==> config.mk <==
export PLATFORM = sky130hd
export DESIGN_NAME = sled_top
export DESIGN_NICKNAME = d
export VERILOG_FILES = /design/src/sled_pkg.sv /design/src/sled_limit.sv /design/src/sled_top.sv
export SDC_FILE = /design/constraint.sdc
export NUM_CORES = 1
export LEC_CHECK = 0
export ABC_AREA = 1
export BUFFER_PORTS_ARGS = -buffer_cell sky130_fd_sc_hd__buf_2
export CAP_MARGIN = 20
export CORE_ASPECT_RATIO = 0.5
export CORE_UTILIZATION = 45
export DETAILED_ROUTE_END_ITERATION = 16
export PLACE_DENSITY = 0.76
export SLEW_MARGIN = 40
export SYNTH_ARGS = -nofsm -noshare
export SYNTH_HDL_FRONTEND = slang
export SYNTH_SLANG_ARGS = --single-unit
==> constraint.sdc <==
create_clock -name clock -period 2.6 [get_ports clock]
set_input_delay 0.26 -clock clock [delete_from_list [all_inputs] [get_ports clock]]
set_output_delay 0.26 -clock clock [all_outputs]
set_load 0.02 [all_outputs]
==> src/sled_pkg.sv <==
package sled_pkg;
    localparam int SLED_DW = 16;
    localparam int SLED_AW = 3;
    localparam int SLED_SW = 8;
    localparam int SLED_NSTK = 2;

    // Register addresses on the plain register port
    localparam logic [2:0] SLED_OFS_PTR  = 3'h0;
    localparam logic [2:0] SLED_OFS_OVF  = 3'h1;
    localparam logic [2:0] SLED_OFS_UNF  = 3'h2;
    localparam logic [2:0] SLED_OFS_IBC  = 3'h3;
    localparam logic [2:0] SLED_OFS_STAT = 3'h4;
    localparam logic [2:0] SLED_OFS_MASK = 3'h5;

    localparam logic [15:0] SLED_RST_PTR = 16'h0000;
    localparam logic [15:0] SLED_RST_OVF = 16'h0000;
    localparam logic [15:0] SLED_RST_UNF = 16'h0000;
    localparam logic [10:0] SLED_RST_IBC = 11'h000;
    localparam logic [3:0]  SLED_RST_MSK = 4'h0;

    // Fields inside one stack byte of the underflow-limit register
    localparam int SLED_SF_BIT   = 0;
    localparam int SLED_SZ_LSB   = 1;
    localparam int SLED_ULOW_LSB = 3;

    // Low bits of the interrupt base/control register
    localparam int SLED_IBC_FATAL = 0;
    localparam int SLED_IBC_EV    = 1;
    localparam int SLED_IBC_ERRW  = 5;
    localparam int SLED_NEV       = 4;

    // Event order: param underflow, return underflow, param ovf, ret ovf
    localparam int SLED_EV_PUNF = 0;
    localparam int SLED_EV_RUNF = 1;
    localparam int SLED_EV_POVF = 2;
    localparam int SLED_EV_ROVF = 3;

    typedef enum logic [1:0] {
        SLED_SZ32,
        SLED_SZ64,
        SLED_SZ128,
        SLED_SZ256
    } sled_size_t;

    localparam logic [7:0] SLED_KEEP32  = 8'hE0;
    localparam logic [7:0] SLED_KEEP64  = 8'hC0;
    localparam logic [7:0] SLED_KEEP128 = 8'h80;
    localparam logic [7:0] SLED_KEEP256 = 8'h00;
    localparam logic [7:0] SLED_POS32   = 8'h10;
    localparam logic [7:0] SLED_POS64   = 8'h20;
    localparam logic [7:0] SLED_POS128  = 8'h40;
    localparam logic [7:0] SLED_POS256  = 8'h80;
    localparam logic [7:0] SLED_ONE     = 8'h01;
endpackage

==> src/sled_limit.sv <==
`timescale 1ns/1ps
module sled_limit
    import sled_pkg::*;
(
    input  wire logic [7:0] ptr,       // Stack pointer byte
    input  wire logic [7:0] ovl,       // Overflow-limit byte
    input  wire logic [7:0] unl,       // Underflow-limit byte
    output logic      [7:0] keep,      // Fixed upper bits of the range
    output logic      [7:0] fatal_lim, // Fatal limit address
    output logic      [7:0] ovf_lim,   // Overflow limit address
    output logic      [7:0] unf_lim,   // Underflow limit address
    output logic      [7:0] ptr_up,    // Next write location
    output logic      [7:0] ptr_dn     // Location after a read
);
    sled_size_t size;
    logic [7:0] pos;
    logic [7:0] low;
    logic [7:0] ulow;
    logic [7:0] pkeep;
    logic       sf;
    logic       top;

    assign size  = sled_size_t'(unl[SLED_SZ_LSB +: 2]);
    assign sf    = unl[SLED_SF_BIT];

    always_comb begin
        unique case (size)
            SLED_SZ32: begin
                keep = SLED_KEEP32;
                pos  = SLED_POS32;
            end
            SLED_SZ64: begin
                keep = SLED_KEEP64;
                pos  = SLED_POS64;
            end
            SLED_SZ128: begin
                keep = SLED_KEEP128;
                pos  = SLED_POS128;
            end
            SLED_SZ256: begin
                keep = SLED_KEEP256;
                pos  = SLED_POS256;
            end
        endcase
    end

    assign low   = ~(keep | pos);
    assign pkeep = ptr & keep;
    assign top   = |(ovl & pos);
    // 32-word substacks have one bit less room below the position bit
    assign ulow  = (size == SLED_SZ32) ? {4'h0, unl[6:SLED_ULOW_LSB]}
                                       : {3'h0, unl[7:SLED_ULOW_LSB]};

    assign fatal_lim = pkeep | ((top && !sf) ? 8'h00 : pos) | low;
    assign ovf_lim   = pkeep | ((top && sf) ? pos : 8'h00)
                     | (ovl & low);
    assign unf_lim   = pkeep | ((top && !sf) ? pos : 8'h00) | ulow;

    // Start flag plays no part in pointer movement
    assign ptr_up = pkeep | ((ptr + SLED_ONE) & ~keep);
    assign ptr_dn = pkeep | ((ptr - SLED_ONE) & ~keep);
endmodule

==> src/sled_top.sv <==
`timescale 1ns/1ps
module sled_top
    import sled_pkg::*;
(
    input  wire logic        clock,         // 20 MHz core clock
    input  wire logic        rst_n,         // Synchronous reset
    input  wire logic [2:0]  reg_addr,      // Register address
    input  wire logic [15:0] reg_wdata,     // Register write data
    input  wire logic        reg_wr,        // Write strobe
    input  wire logic        reg_rd,        // Read strobe
    output logic      [15:0] reg_rdata,     // Read data, cycle after read
    input  wire logic        param_push,    // Parameter stack write
    input  wire logic        param_pop,     // Parameter stack read
    input  wire logic        ret_push,      // Return stack write
    input  wire logic        ret_pop,       // Return stack read
    output logic      [7:0]  param_ptr,     // Parameter stack pointer
    output logic      [7:0]  ret_ptr,       // Return stack pointer
    output logic             param_ovf_req, // Param overflow request
    output logic             param_unf_req, // Param underflow request
    output logic             ret_ovf_req,   // Return overflow request
    output logic             ret_unf_req,   // Return underflow request
    output logic             fatal_err,     // Either stack fatal
    output logic             irq            // Masked sticky status
);
    logic [7:0]  sp_r      [SLED_NSTK];
    logic [7:0]  sp_nxt    [SLED_NSTK];
    logic [7:0]  keep_w    [SLED_NSTK];
    logic [7:0]  fat_w     [SLED_NSTK];
    logic [7:0]  ovl_w     [SLED_NSTK];
    logic [7:0]  unl_w     [SLED_NSTK];
    logic [7:0]  up_w      [SLED_NSTK];
    logic [7:0]  dn_w      [SLED_NSTK];
    logic [15:0] ovf_lim_r;
    logic [15:0] unf_lim_r;
    logic [10:0] ibc_hi_r;
    logic [1:0]  push_w;
    logic [1:0]  pop_w;
    logic [1:0]  wr_acc;
    logic [1:0]  rd_acc;
    logic [1:0]  hit_ovf;
    logic [1:0]  hit_unf;
    logic [1:0]  hit_fat;
    logic [1:0]  ovf_r;
    logic [1:0]  unf_r;
    logic [1:0]  fat_r;
    logic [1:0]  ovf_nxt;
    logic [1:0]  unf_nxt;
    logic [1:0]  fat_nxt;
    logic [3:0]  stat_r;
    logic [3:0]  stat_nxt;
    logic [3:0]  mask_r;
    logic [3:0]  mask_nxt;
    logic [3:0]  ev_w;
    logic [4:0]  err_w;
    logic [15:0] rdata_nxt;
    logic [15:0] rdata_r;
    logic        fatal_r;
    logic        irq_r;
    logic        ptr_wr;
    logic        ovl_wr;
    logic        unl_wr;
    logic        stat_wr;
    logic        mask_wr;
    logic        ibc_wr;

    assign push_w  = {ret_push, param_push};
    assign pop_w   = {ret_pop, param_pop};
    assign ptr_wr  = reg_wr && (reg_addr == SLED_OFS_PTR);
    assign ovl_wr  = reg_wr && (reg_addr == SLED_OFS_OVF);
    assign unl_wr  = reg_wr && (reg_addr == SLED_OFS_UNF);
    assign ibc_wr  = reg_wr && (reg_addr == SLED_OFS_IBC);
    assign stat_wr = reg_wr && (reg_addr == SLED_OFS_STAT);
    assign mask_wr = reg_wr && (reg_addr == SLED_OFS_MASK);

    genvar i;
    generate
        for (i = 0; i < SLED_NSTK; i = i + 1) begin : g_stk
            // Return stack works from the upper byte of each register
            assign ovl_w[i] = ovf_lim_r[8*i +: 8];
            assign unl_w[i] = unf_lim_r[8*i +: 8];

            sled_limit u_limit (
                .ptr       (sp_r[i]),
                .ovl       (ovl_w[i]),
                .unl       (unl_w[i]),
                .keep      (keep_w[i]),
                .fatal_lim (fat_w[i]),
                .ovf_lim   (),
                .unf_lim   (),
                .ptr_up    (up_w[i]),
                .ptr_dn    (dn_w[i])
            );

            logic [7:0] ovf_lim_w;
            logic [7:0] unf_lim_w;
            sled_limit u_cmp (
                .ptr       (sp_r[i]),
                .ovl       (ovl_w[i]),
                .unl       (unl_w[i]),
                .keep      (),
                .fatal_lim (),
                .ovf_lim   (ovf_lim_w),
                .unf_lim   (unf_lim_w),
                .ptr_up    (),
                .ptr_dn    ()
            );

            // A push and pop together is taken as no access at all
            assign wr_acc[i] = push_w[i] && !pop_w[i];
            assign rd_acc[i] = pop_w[i] && !push_w[i];

            // Writes land at the advanced pointer, reads at the current one
            assign hit_ovf[i] = wr_acc[i] && (up_w[i] == ovf_lim_w);
            assign hit_unf[i] = rd_acc[i] && (sp_r[i] < unf_lim_w);
            assign hit_fat[i] = (wr_acc[i] && (up_w[i] == fat_w[i]))
                             || (rd_acc[i] && (sp_r[i] == fat_w[i]));

            always_comb begin
                if (ptr_wr) begin
                    sp_nxt[i] = reg_wdata[8*i +: 8];
                end else if (wr_acc[i]) begin
                    sp_nxt[i] = up_w[i];
                end else if (rd_acc[i]) begin
                    sp_nxt[i] = dn_w[i];
                end else begin
                    sp_nxt[i] = sp_r[i];
                end
            end

            always_ff @(posedge clock) begin
                if (!rst_n) begin
                    sp_r[i] <= SLED_RST_PTR[8*i +: 8];
                end else begin
                    sp_r[i] <= sp_nxt[i];
                end
            end

            a_wrap_up: assert property (
                @(posedge clock) disable iff (!rst_n)
                (wr_acc[i] && !ptr_wr && ((sp_r[i] | keep_w[i]) == 8'hFF))
                |=> (sp_r[i] == $past(sp_r[i] & keep_w[i])))
            else $error("write did not wrap to lowest location");

            a_wrap_dn: assert property (
                @(posedge clock) disable iff (!rst_n)
                (rd_acc[i] && !ptr_wr && ((sp_r[i] & ~keep_w[i]) == 8'h00))
                |=> (sp_r[i] == $past(sp_r[i] | ~keep_w[i])))
            else $error("read did not wrap to highest location");

            a_ovf_set: assert property (
                @(posedge clock) disable iff (!rst_n)
                (wr_acc[i] && (up_w[i] == ovf_lim_w)) |=> ovf_r[i])
            else $error("overflow not flagged on limit write");

            a_unf_set: assert property (
                @(posedge clock) disable iff (!rst_n)
                (rd_acc[i] && (sp_r[i] < unf_lim_w)) |=> unf_r[i])
            else $error("underflow not flagged on low read");

            // Cleared position bit leaves kept bits and the ones below it
            a_fat_keep: assert property (
                @(posedge clock) disable iff (!rst_n)
                ((fat_w[i] & keep_w[i]) == (sp_r[i] & keep_w[i]))
                && ((fat_w[i] | keep_w[i]) == 8'hFF
                    || (fat_w[i] | keep_w[i])
                       == (keep_w[i] | (~keep_w[i] >> 1))))
            else $error("fatal limit lost kept bits or low ones");
        end
    endgenerate

    // Set wins over the pointer write clear
    assign ovf_nxt = (ovf_r & ~{2{ptr_wr}}) | hit_ovf;
    assign unf_nxt = (unf_r & ~{2{ptr_wr}}) | hit_unf;
    assign fat_nxt = (fat_r & ~{2{ptr_wr}}) | hit_fat;

    always_ff @(posedge clock) begin
        if (!rst_n) begin
            ovf_r   <= 2'h0;
            unf_r   <= 2'h0;
            fat_r   <= 2'h0;
            fatal_r <= 1'b0;
        end else begin
            ovf_r   <= ovf_nxt;
            unf_r   <= unf_nxt;
            fat_r   <= fat_nxt;
            fatal_r <= |fat_nxt;
        end
    end

    always_ff @(posedge clock) begin
        if (!rst_n) begin
            ovf_lim_r <= SLED_RST_OVF;
            unf_lim_r <= SLED_RST_UNF;
            ibc_hi_r  <= SLED_RST_IBC;
        end else begin
            if (ovl_wr) begin
                ovf_lim_r <= reg_wdata;
            end
            if (unl_wr) begin
                unf_lim_r <= reg_wdata;
            end
            // Only the upper bits store; error flags are read-only
            if (ibc_wr) begin
                ibc_hi_r <= reg_wdata[15:SLED_IBC_ERRW];
            end
        end
    end

    assign ev_w[SLED_EV_PUNF] = hit_unf[0];
    assign ev_w[SLED_EV_RUNF] = hit_unf[1];
    assign ev_w[SLED_EV_POVF] = hit_ovf[0];
    assign ev_w[SLED_EV_ROVF] = hit_ovf[1];

    // Sticky, write one to clear, new event beats the clear
    assign stat_nxt = (stat_r & ~(stat_wr ? reg_wdata[3:0] : 4'h0))
                    | ev_w;
    assign mask_nxt = mask_wr ? reg_wdata[3:0] : mask_r;

    always_ff @(posedge clock) begin
        if (!rst_n) begin
            stat_r <= 4'h0;
            mask_r <= SLED_RST_MSK;
            irq_r  <= 1'b0;
        end else begin
            stat_r <= stat_nxt;
            mask_r <= mask_nxt;
            irq_r  <= |(stat_nxt & mask_nxt);
        end
    end

    assign err_w[SLED_IBC_FATAL]              = |fat_r;
    assign err_w[SLED_IBC_EV + SLED_EV_PUNF]  = unf_r[0];
    assign err_w[SLED_IBC_EV + SLED_EV_RUNF]  = unf_r[1];
    assign err_w[SLED_IBC_EV + SLED_EV_POVF]  = ovf_r[0];
    assign err_w[SLED_IBC_EV + SLED_EV_ROVF]  = ovf_r[1];

    always_comb begin
        rdata_nxt = 16'h0000;
        if (reg_rd) begin
            case (reg_addr)
                SLED_OFS_PTR:  rdata_nxt = {sp_r[1], sp_r[0]};
                SLED_OFS_OVF:  rdata_nxt = ovf_lim_r;
                SLED_OFS_UNF:  rdata_nxt = unf_lim_r;
                SLED_OFS_IBC:  rdata_nxt = {ibc_hi_r, err_w};
                SLED_OFS_STAT: rdata_nxt = {12'h000, stat_r};
                SLED_OFS_MASK: rdata_nxt = {12'h000, mask_r};
                default:       rdata_nxt = 16'h0000;
            endcase
        end
    end

    always_ff @(posedge clock) begin
        if (!rst_n) begin
            rdata_r <= 16'h0000;
        end else begin
            rdata_r <= rdata_nxt;
        end
    end

    assign reg_rdata     = rdata_r;
    assign param_ptr     = sp_r[0];
    assign ret_ptr       = sp_r[1];
    assign param_ovf_req = ovf_r[0];
    assign param_unf_req = unf_r[0];
    assign ret_ovf_req   = ovf_r[1];
    assign ret_unf_req   = unf_r[1];
    assign fatal_err     = fatal_r;
    assign irq           = irq_r;

    a_ptr_clear: assert property (
        @(posedge clock) disable iff (!rst_n)
        (ptr_wr && !(|hit_ovf) && !(|hit_unf) && !(|hit_fat))
        |=> (ovf_r == 2'h0 && unf_r == 2'h0 && fat_r == 2'h0))
    else $error("pointer write left an error flag set");

    a_flag_hold: assert property (
        @(posedge clock) disable iff (!rst_n)
        !ptr_wr |=> (((ovf_r & $past(ovf_r)) == $past(ovf_r))
                     && ((unf_r & $past(unf_r)) == $past(unf_r))
                     && ((fat_r & $past(fat_r)) == $past(fat_r))))
    else $error("error flag dropped without pointer write");

    a_ibc_read: assert property (
        @(posedge clock) disable iff (!rst_n)
        (reg_rd && reg_addr == SLED_OFS_IBC)
        |=> (reg_rdata[4:0] == $past(err_w)
             && reg_rdata[0] == $past(|fat_r)))
    else $error("error flags misread in base/control");

    a_irq_level: assert property (
        @(posedge clock) disable iff (!rst_n)
        irq == (|(stat_r & mask_r)))
    else $error("interrupt output disagrees with masked status");

    a_fatal_out: assert property (
        @(posedge clock) disable iff (!rst_n)
        fatal_err == (|fat_r))
    else $error("fatal output disagrees with stack flags");
endmodule

## Word level (Yosys, flattened, before mapping)

Memories as Yosys holds them, arrays and structs flattened.
Index checks and enable logic that the tools add are counted.

| storage, ports and cells | value |
|---|---|
| output and inout bits | 38 |
| bits in registers | 75 |
| memories kept | 1 |
| RAM bits | 16 |

| operators by class | value |
|---|---|
| equality and inequality tests | 17 |
| order comparisons | 2 |
| add/sub/neg operators | 4 |
| reduce and logical (&&, ||, !) cells | 39 |
| bitwise gates (word level) | 45 |
| multiplexer cells | 25 |

Memories:

| name | depth | bits a word | read ports | clocked after memory_dff | wr ports | line | text |
|---|---|---|---|---|---|---|---|
| sp_r | 2 | 8 | 2 | 0 | 2 | sled_top.sv:25 | `logic [7:0] sp_r [SLED_NSTK];` |

Operator list:

| kind | count |
|---|---|
| 8-bit bitwise OR | 18 |
| 8-bit one-hot mux with 4 select lines | 4 |
| 8-bit 2-to-1 mux | 14 |
| 16-bit one-hot mux with 6 select lines | 1 |
| 8-bit bitwise AND | 10 |
| 8-bit equality test | 6 |
| 8-bit inverter | 4 |
| 1-bit logical AND | 22 |
| 8-bit by 1-bit adder with 8-bit output (second input constant) | 2 |
| 8-bit < comparator | 2 |
| 8-bit OR reduction | 2 |
| 8-bit by 1-bit subtractor with 8-bit output (second input constant) | 2 |
| 5-bit 2-to-1 mux | 2 |
| 4-bit bitwise AND | 2 |
| 2-bit equality test (second input constant) | 4 |
| 4-bit 2-to-1 mux | 2 |
| 2-bit bitwise AND | 3 |
| 3-bit by 2-bit equality test with 1-bit output (second input constant) | 2 |
| 3-bit equality test (second input constant) | 2 |
| 1-bit zero test | 6 |
| 2-bit bitwise OR | 3 |
| 2-bit by 1-bit equality test with 1-bit output (second input constant) | 2 |
| 2-bit zero test | 2 |
| 4-bit inverter | 1 |
| 10 further kinds | 14 |

## Depth between registers and ports, before layout

| depth | value |
|---|---|
| word-level depth | 13 |
| depth in mapped cells | 19 |
| mapped depth without buffers | 18 |

## By module

From an unflattened synthesis, not the netlist that was laid out.

| second synthesis, totals | value |
|---|---|
| cell total of the unflattened synthesis | 1,220 |
| area total of the unflattened synthesis | 7,673.6 µm² |

By module, submodules not included:

| module | instances | area an instance (µm²) | cells each | sequential area each (µm²) |
|---|---|---|---|---|
| sled_top | 1 | 5,026.1 | 736 | 1,821.7 |
| sled_limit | 4 | 661.9 | 121 | 0.0 |

## Least setup slack after synthesis

OpenSTA, ideal clock, no wires.

| timing | value |
|---|---|
| path type | reg2reg |
| start | register unf_lim_r[1] |
| end | register irq_r (netlist: irq) |
| required time | 2.483 ns |
| library setup time | 0.117 ns |
| data arrival time | 2.014 ns |
| cell stages (with the launch flop) | 18 |
| path buffers | 0 |
| clock period less this slack | 2.130 ns |
| path slack | 0.470 ns |
| path through | dfxtp_1 nor2_4 nand2_1 nand2_2 nor2_2 nor2_4 nand2_2 o21ai_0 inv_1 ha_1 a21oi_1 o21a_1 nand3b_1 nand2_1 nand2_1 nor2_1 a21oi_1 nand2_1 |

| on the way | value |
|---|---|
| cells in the longest elaborated chain, start to end | 13 |

RTL lines:

| item | line | text |
|---|---|---|
| start, declared | sled_top.sv:34 | `logic [15:0] unf_lim_r;` |
| start signal, assigned | sled_top.sv:200 | `unf_lim_r <= reg_wdata;` |
| 2-bit equality test, or another cell as far along | sled_limit.sv:27 | `unique case (size)` |
| 8-bit one-hot mux with 4 select lines | sled_limit.sv:27 |  |
| 8-bit bitwise AND | sled_limit.sv:49 | `assign top = \|(ovl & pos);` |
| 8-bit OR reduction | sled_limit.sv:49 |  |
| 1-bit logical AND, on equally long branches | -- |  |
| 8-bit 2-to-1 mux | -- |  |
| 8-bit bitwise OR (2 in a row) | -- |  |
| 8-bit < comparator or 8-bit equality test (tied branches) | sled_top.sv:114, sled_top.sv:113 |  |
| 1-bit logical AND, on equally long branches | sled_top.sv:114, sled_top.sv:113 |  |
| 4-bit bitwise OR * | sled_top.sv:216 | `\| ev_w;` |
| 4-bit bitwise AND * | sled_top.sv:227 | `irq_r <= \|(stat_nxt & mask_nxt);` |
| 4-bit OR reduction * | sled_top.sv:227 |  |
| end signal, assigned | sled_top.sv:227 |  |
| end, declared | sled_top.sv:58 | `logic irq_r;` |

Mark *: on every way between the ends. The rest lies on a longest branch, timed or not. The select of a mux whose other input is x is not followed.
A chain may end at the register's enable or synchronous reset.

## Worst setup path in the final report

Same ends and word-level chain as after synthesis.

==> flow_summary.ini <==
[global_route]
grt_usage_pct = 29.02
grt-ovfl-total = 0
grt_pass1_vias = 5824
grt_antenna_before_repair = 0
grt_max_degree = 43
grt_pass1_wl_um = 29660

[synth]
synth_top_flop_cell = dfxtp_1
netlist.area_leader.share_pct = 31.50
synth.most_common_cell = nand2_1
syn_inst = 883
synth_nets = 934
syn_area_um2 = 5783
synth-seq-area-share_pct = 31.50
synth.area.top_cells = dfxtp_1 32%, nand2_1 14%, inv_1 7.2%
synth_edf_count = 0
synth.distinct_cells = 46
synth_seq_cells = 91
synth_area_leader_cell = dfxtp_1
synthArstFlopShare_pct = 0
syn_avg_cell_area_um2 = 6.549
ys_warn_count = 0
synth_common_cells = 208 x nand2_1, 111 x inv_1, 91 x dfxtp_1

[power_and_ir_drop]
fin_total_pwr_mw = 3.842
pwr_density_cell_nw_per_um2 = 580.8
swShare_pct = 33.70
ir_worst_vdd_uv = 382.1
p_seq_share_pct = 40.5
p_int_mw = 2.547
clkPwrFrac_pct = 36.2
switchingPower_mw = 1.295
power_leakage_nw = 3.083
power.share.combinational_pct = 23.3

[clocking]
cts_buffers = 9
cts_sinks = 91
insertion_delay_ns = 0.35
path_clk_slew_ns = 0.07
clock-root-buffer = clkbuf_16
htree_num_levels = 3
cts_tree = built
clockBufferDepth = 2
ctsHoldBuffers = 0

[sta]
rsz0062_at_grt = no
max_slew.worst_pin.slew_ns = 0.6663
hold_viol_final = 0
timing.slew.headroom_pct = 55.47
tns_ns = 0
skew_ns = 0.009761
drv_slew = 0
clock.fmax_mhz = 439.7
finalSetupViolations = 0
finalCriticalPeriod_ns = 2.274
period_share_pct = 87.47

[final_layout]
drive_above_1_share_pct = 14.81
areaGrowthSynthToFinish_pct = 14.39
layout.cells.non_filler = 1117
seq_area_um2 = 1827
fill_cells = 1165
diodes = 0
nNetsFinal = 998
fin_area_um2 = 6615
multi_input_area_um2 = 3352

[setup_path]
r2r_start = unf_lim_r[1]
cp.arrival_ns = 2.51
r2r_end = irq
crit_fanout = 7
cp-start-kind = flip-flop
critPathKind = reg -> reg
rr_worst_depth = 16
cp-end-kind = flip-flop
rrSetupSlack_ns = 0.33
crit_required_ns = 2.84

[route]
antenna_violating_nets_post_route = 0
wl_per_cell_um = 16.90
drt-total-wl_um = 18880
drtIter0Drc = 946
vias = 6421
via_per_inst = 5.748
drc = 0
drtPass1Iterations = 5

[outcome]
status = complete, no violations

[floorplan]
start_util_pct = 47.57
dieArea_um2 = 13340
row_count = 28
die_y_um = 82.16
die_w_um = 162.3
io_pins = 65
core_area_um2 = 12160

[place]
place_area_um2 = 6294
port_buffers = 64
dp_hpwl_um = 14130
gp_congestion = 0.9717
dp.cells = 1100

[flow_run]
maxCapViolations = 0

[min_path]
hold_end = unf_lim_r[11]
hp-class = in -> reg
hold_depth = 3
hp-start = reg_wdata[11]
-- metal layers --
| metal | vias to the layer above | track usage (%) | part of all wire, % |
|---|---|---|---|
| li1 | 3076 | - | - |
| met1 | 2966 | 36.10 | 42 |
| met2 | 320 | 48.46 | 45 |
| met4 | 0 | 14.34 | 3.4 |
| met3 | 59 | 6.294 | 9.8 |
| met5 | - | 0 | 0 |
-- worst max path at each step --
| stage | from | endpoint |
|---|---|---|
| global placement | unf_lim_r[1] | irq |
| floorplan | unf_lim_r[1] | irq |
| global route | unf_lim_r[1] | irq |
| finish | unf_lim_r[1] | irq |
| CTS | unf_lim_r[10] | irq |
| detailed placement | unf_lim_r[10] | irq |
-- layout by cell type, fill, tap and decap left out, types with 12 or more instances in the layout --
master      n
dfxtp_1    87
inv_1     110
a21oi_1    73
o21ai_0    74
nand4_1    12
o22ai_1    12
buf_2      64
nand3_1    75
buf_4      21
nand2_1   208
nor2_1     78
a221oi_1   13
ha_1       24
-- stage by stage --
| stage | hold WS [ns] | setup WS (ns) | utilization, % |
|---|---|---|---|
| detailed placement | 0.4579 | 0.2018 | 51.77 |
| finish | 0.1930 | 0.3259 | 54.42 |
| global route | 0.2107 | 0.01796 | 54.42 |
| CTS | 0.1895 | 0.1756 | 54.31 |
| global placement | 0.4493 | 0.2847 | 51.77 |
| floorplan | 0.3760 | 0.4698 | - |
-- cell type report --
cell class                 count  area share (%)
timing repair buffer          85           7.225
multi-input combinational    642           50.67
clock buffer                  10           3.613
sequential                    91           27.61
tap                          165           3.121
inverter                     118           6.696
clock inverter                 6           1.059
-- timing repair --
action	CTS	global route
endpoints found under the setup margin	0	1
resized for setup	0	5
setup buffers	0	1
-- logic make-up after synthesis --
logic type | after synthesis | share of synthesized area (%)
buffers and inverters | 150 | 10.54
AO/OA/AOI/OAI | 205 | 20.49
flip-flops | 91 | 31.50
adder cells (fa/ha/maj) | 24 | 5.193
XOR/XNOR | 11 | 1.666
AND/OR/NAND/NOR | 402 | 30.61
-- critical path, cell delays in order, from the launching register on --
cell and delay (ns):
dfxtp_2 0.44, nand3_1 0.11, nand2_1 0.12, nor2_2 0.07, nor2_4 0.15, nand2_2 0.10
o21ai_0 0.10, inv_1 0.07, ha_1 0.29, nand4_1 0.09, a21oi_1 0.11, nand3b_1 0.14
nand2_1 0.06, nand2_1 0.07, nor2_1 0.05, a21oi_1 0.12, nand2_1 0.06
-- flip-flops by register name (all words and copies together) (netlist names), named ones only --
signal     cells
ovf_lim_r     16
reg_rdata     16
unf_lim_r     16
ibc_hi_r      11
sp_r          10
mask_r         4
stat_r         4
fat_r          2
ovf_r          2
unf_r          2
fatal_err      1
irq            1
-- power groups by stage --
stage | Clock (mW) | Sequential, mW | Combinational, mW
CTS | 1.40 | 1.55 | 0.879
floorplan | 0 | 1.59 | 0.577
detailed placement | 0 | 1.58 | 0.874
finish | 1.39 | 1.56 | 0.896
global placement | 0 | 1.58 | 0.863
global route | 1.46 | 1.57 | 1.00
(Power assumes the default switching activity.)
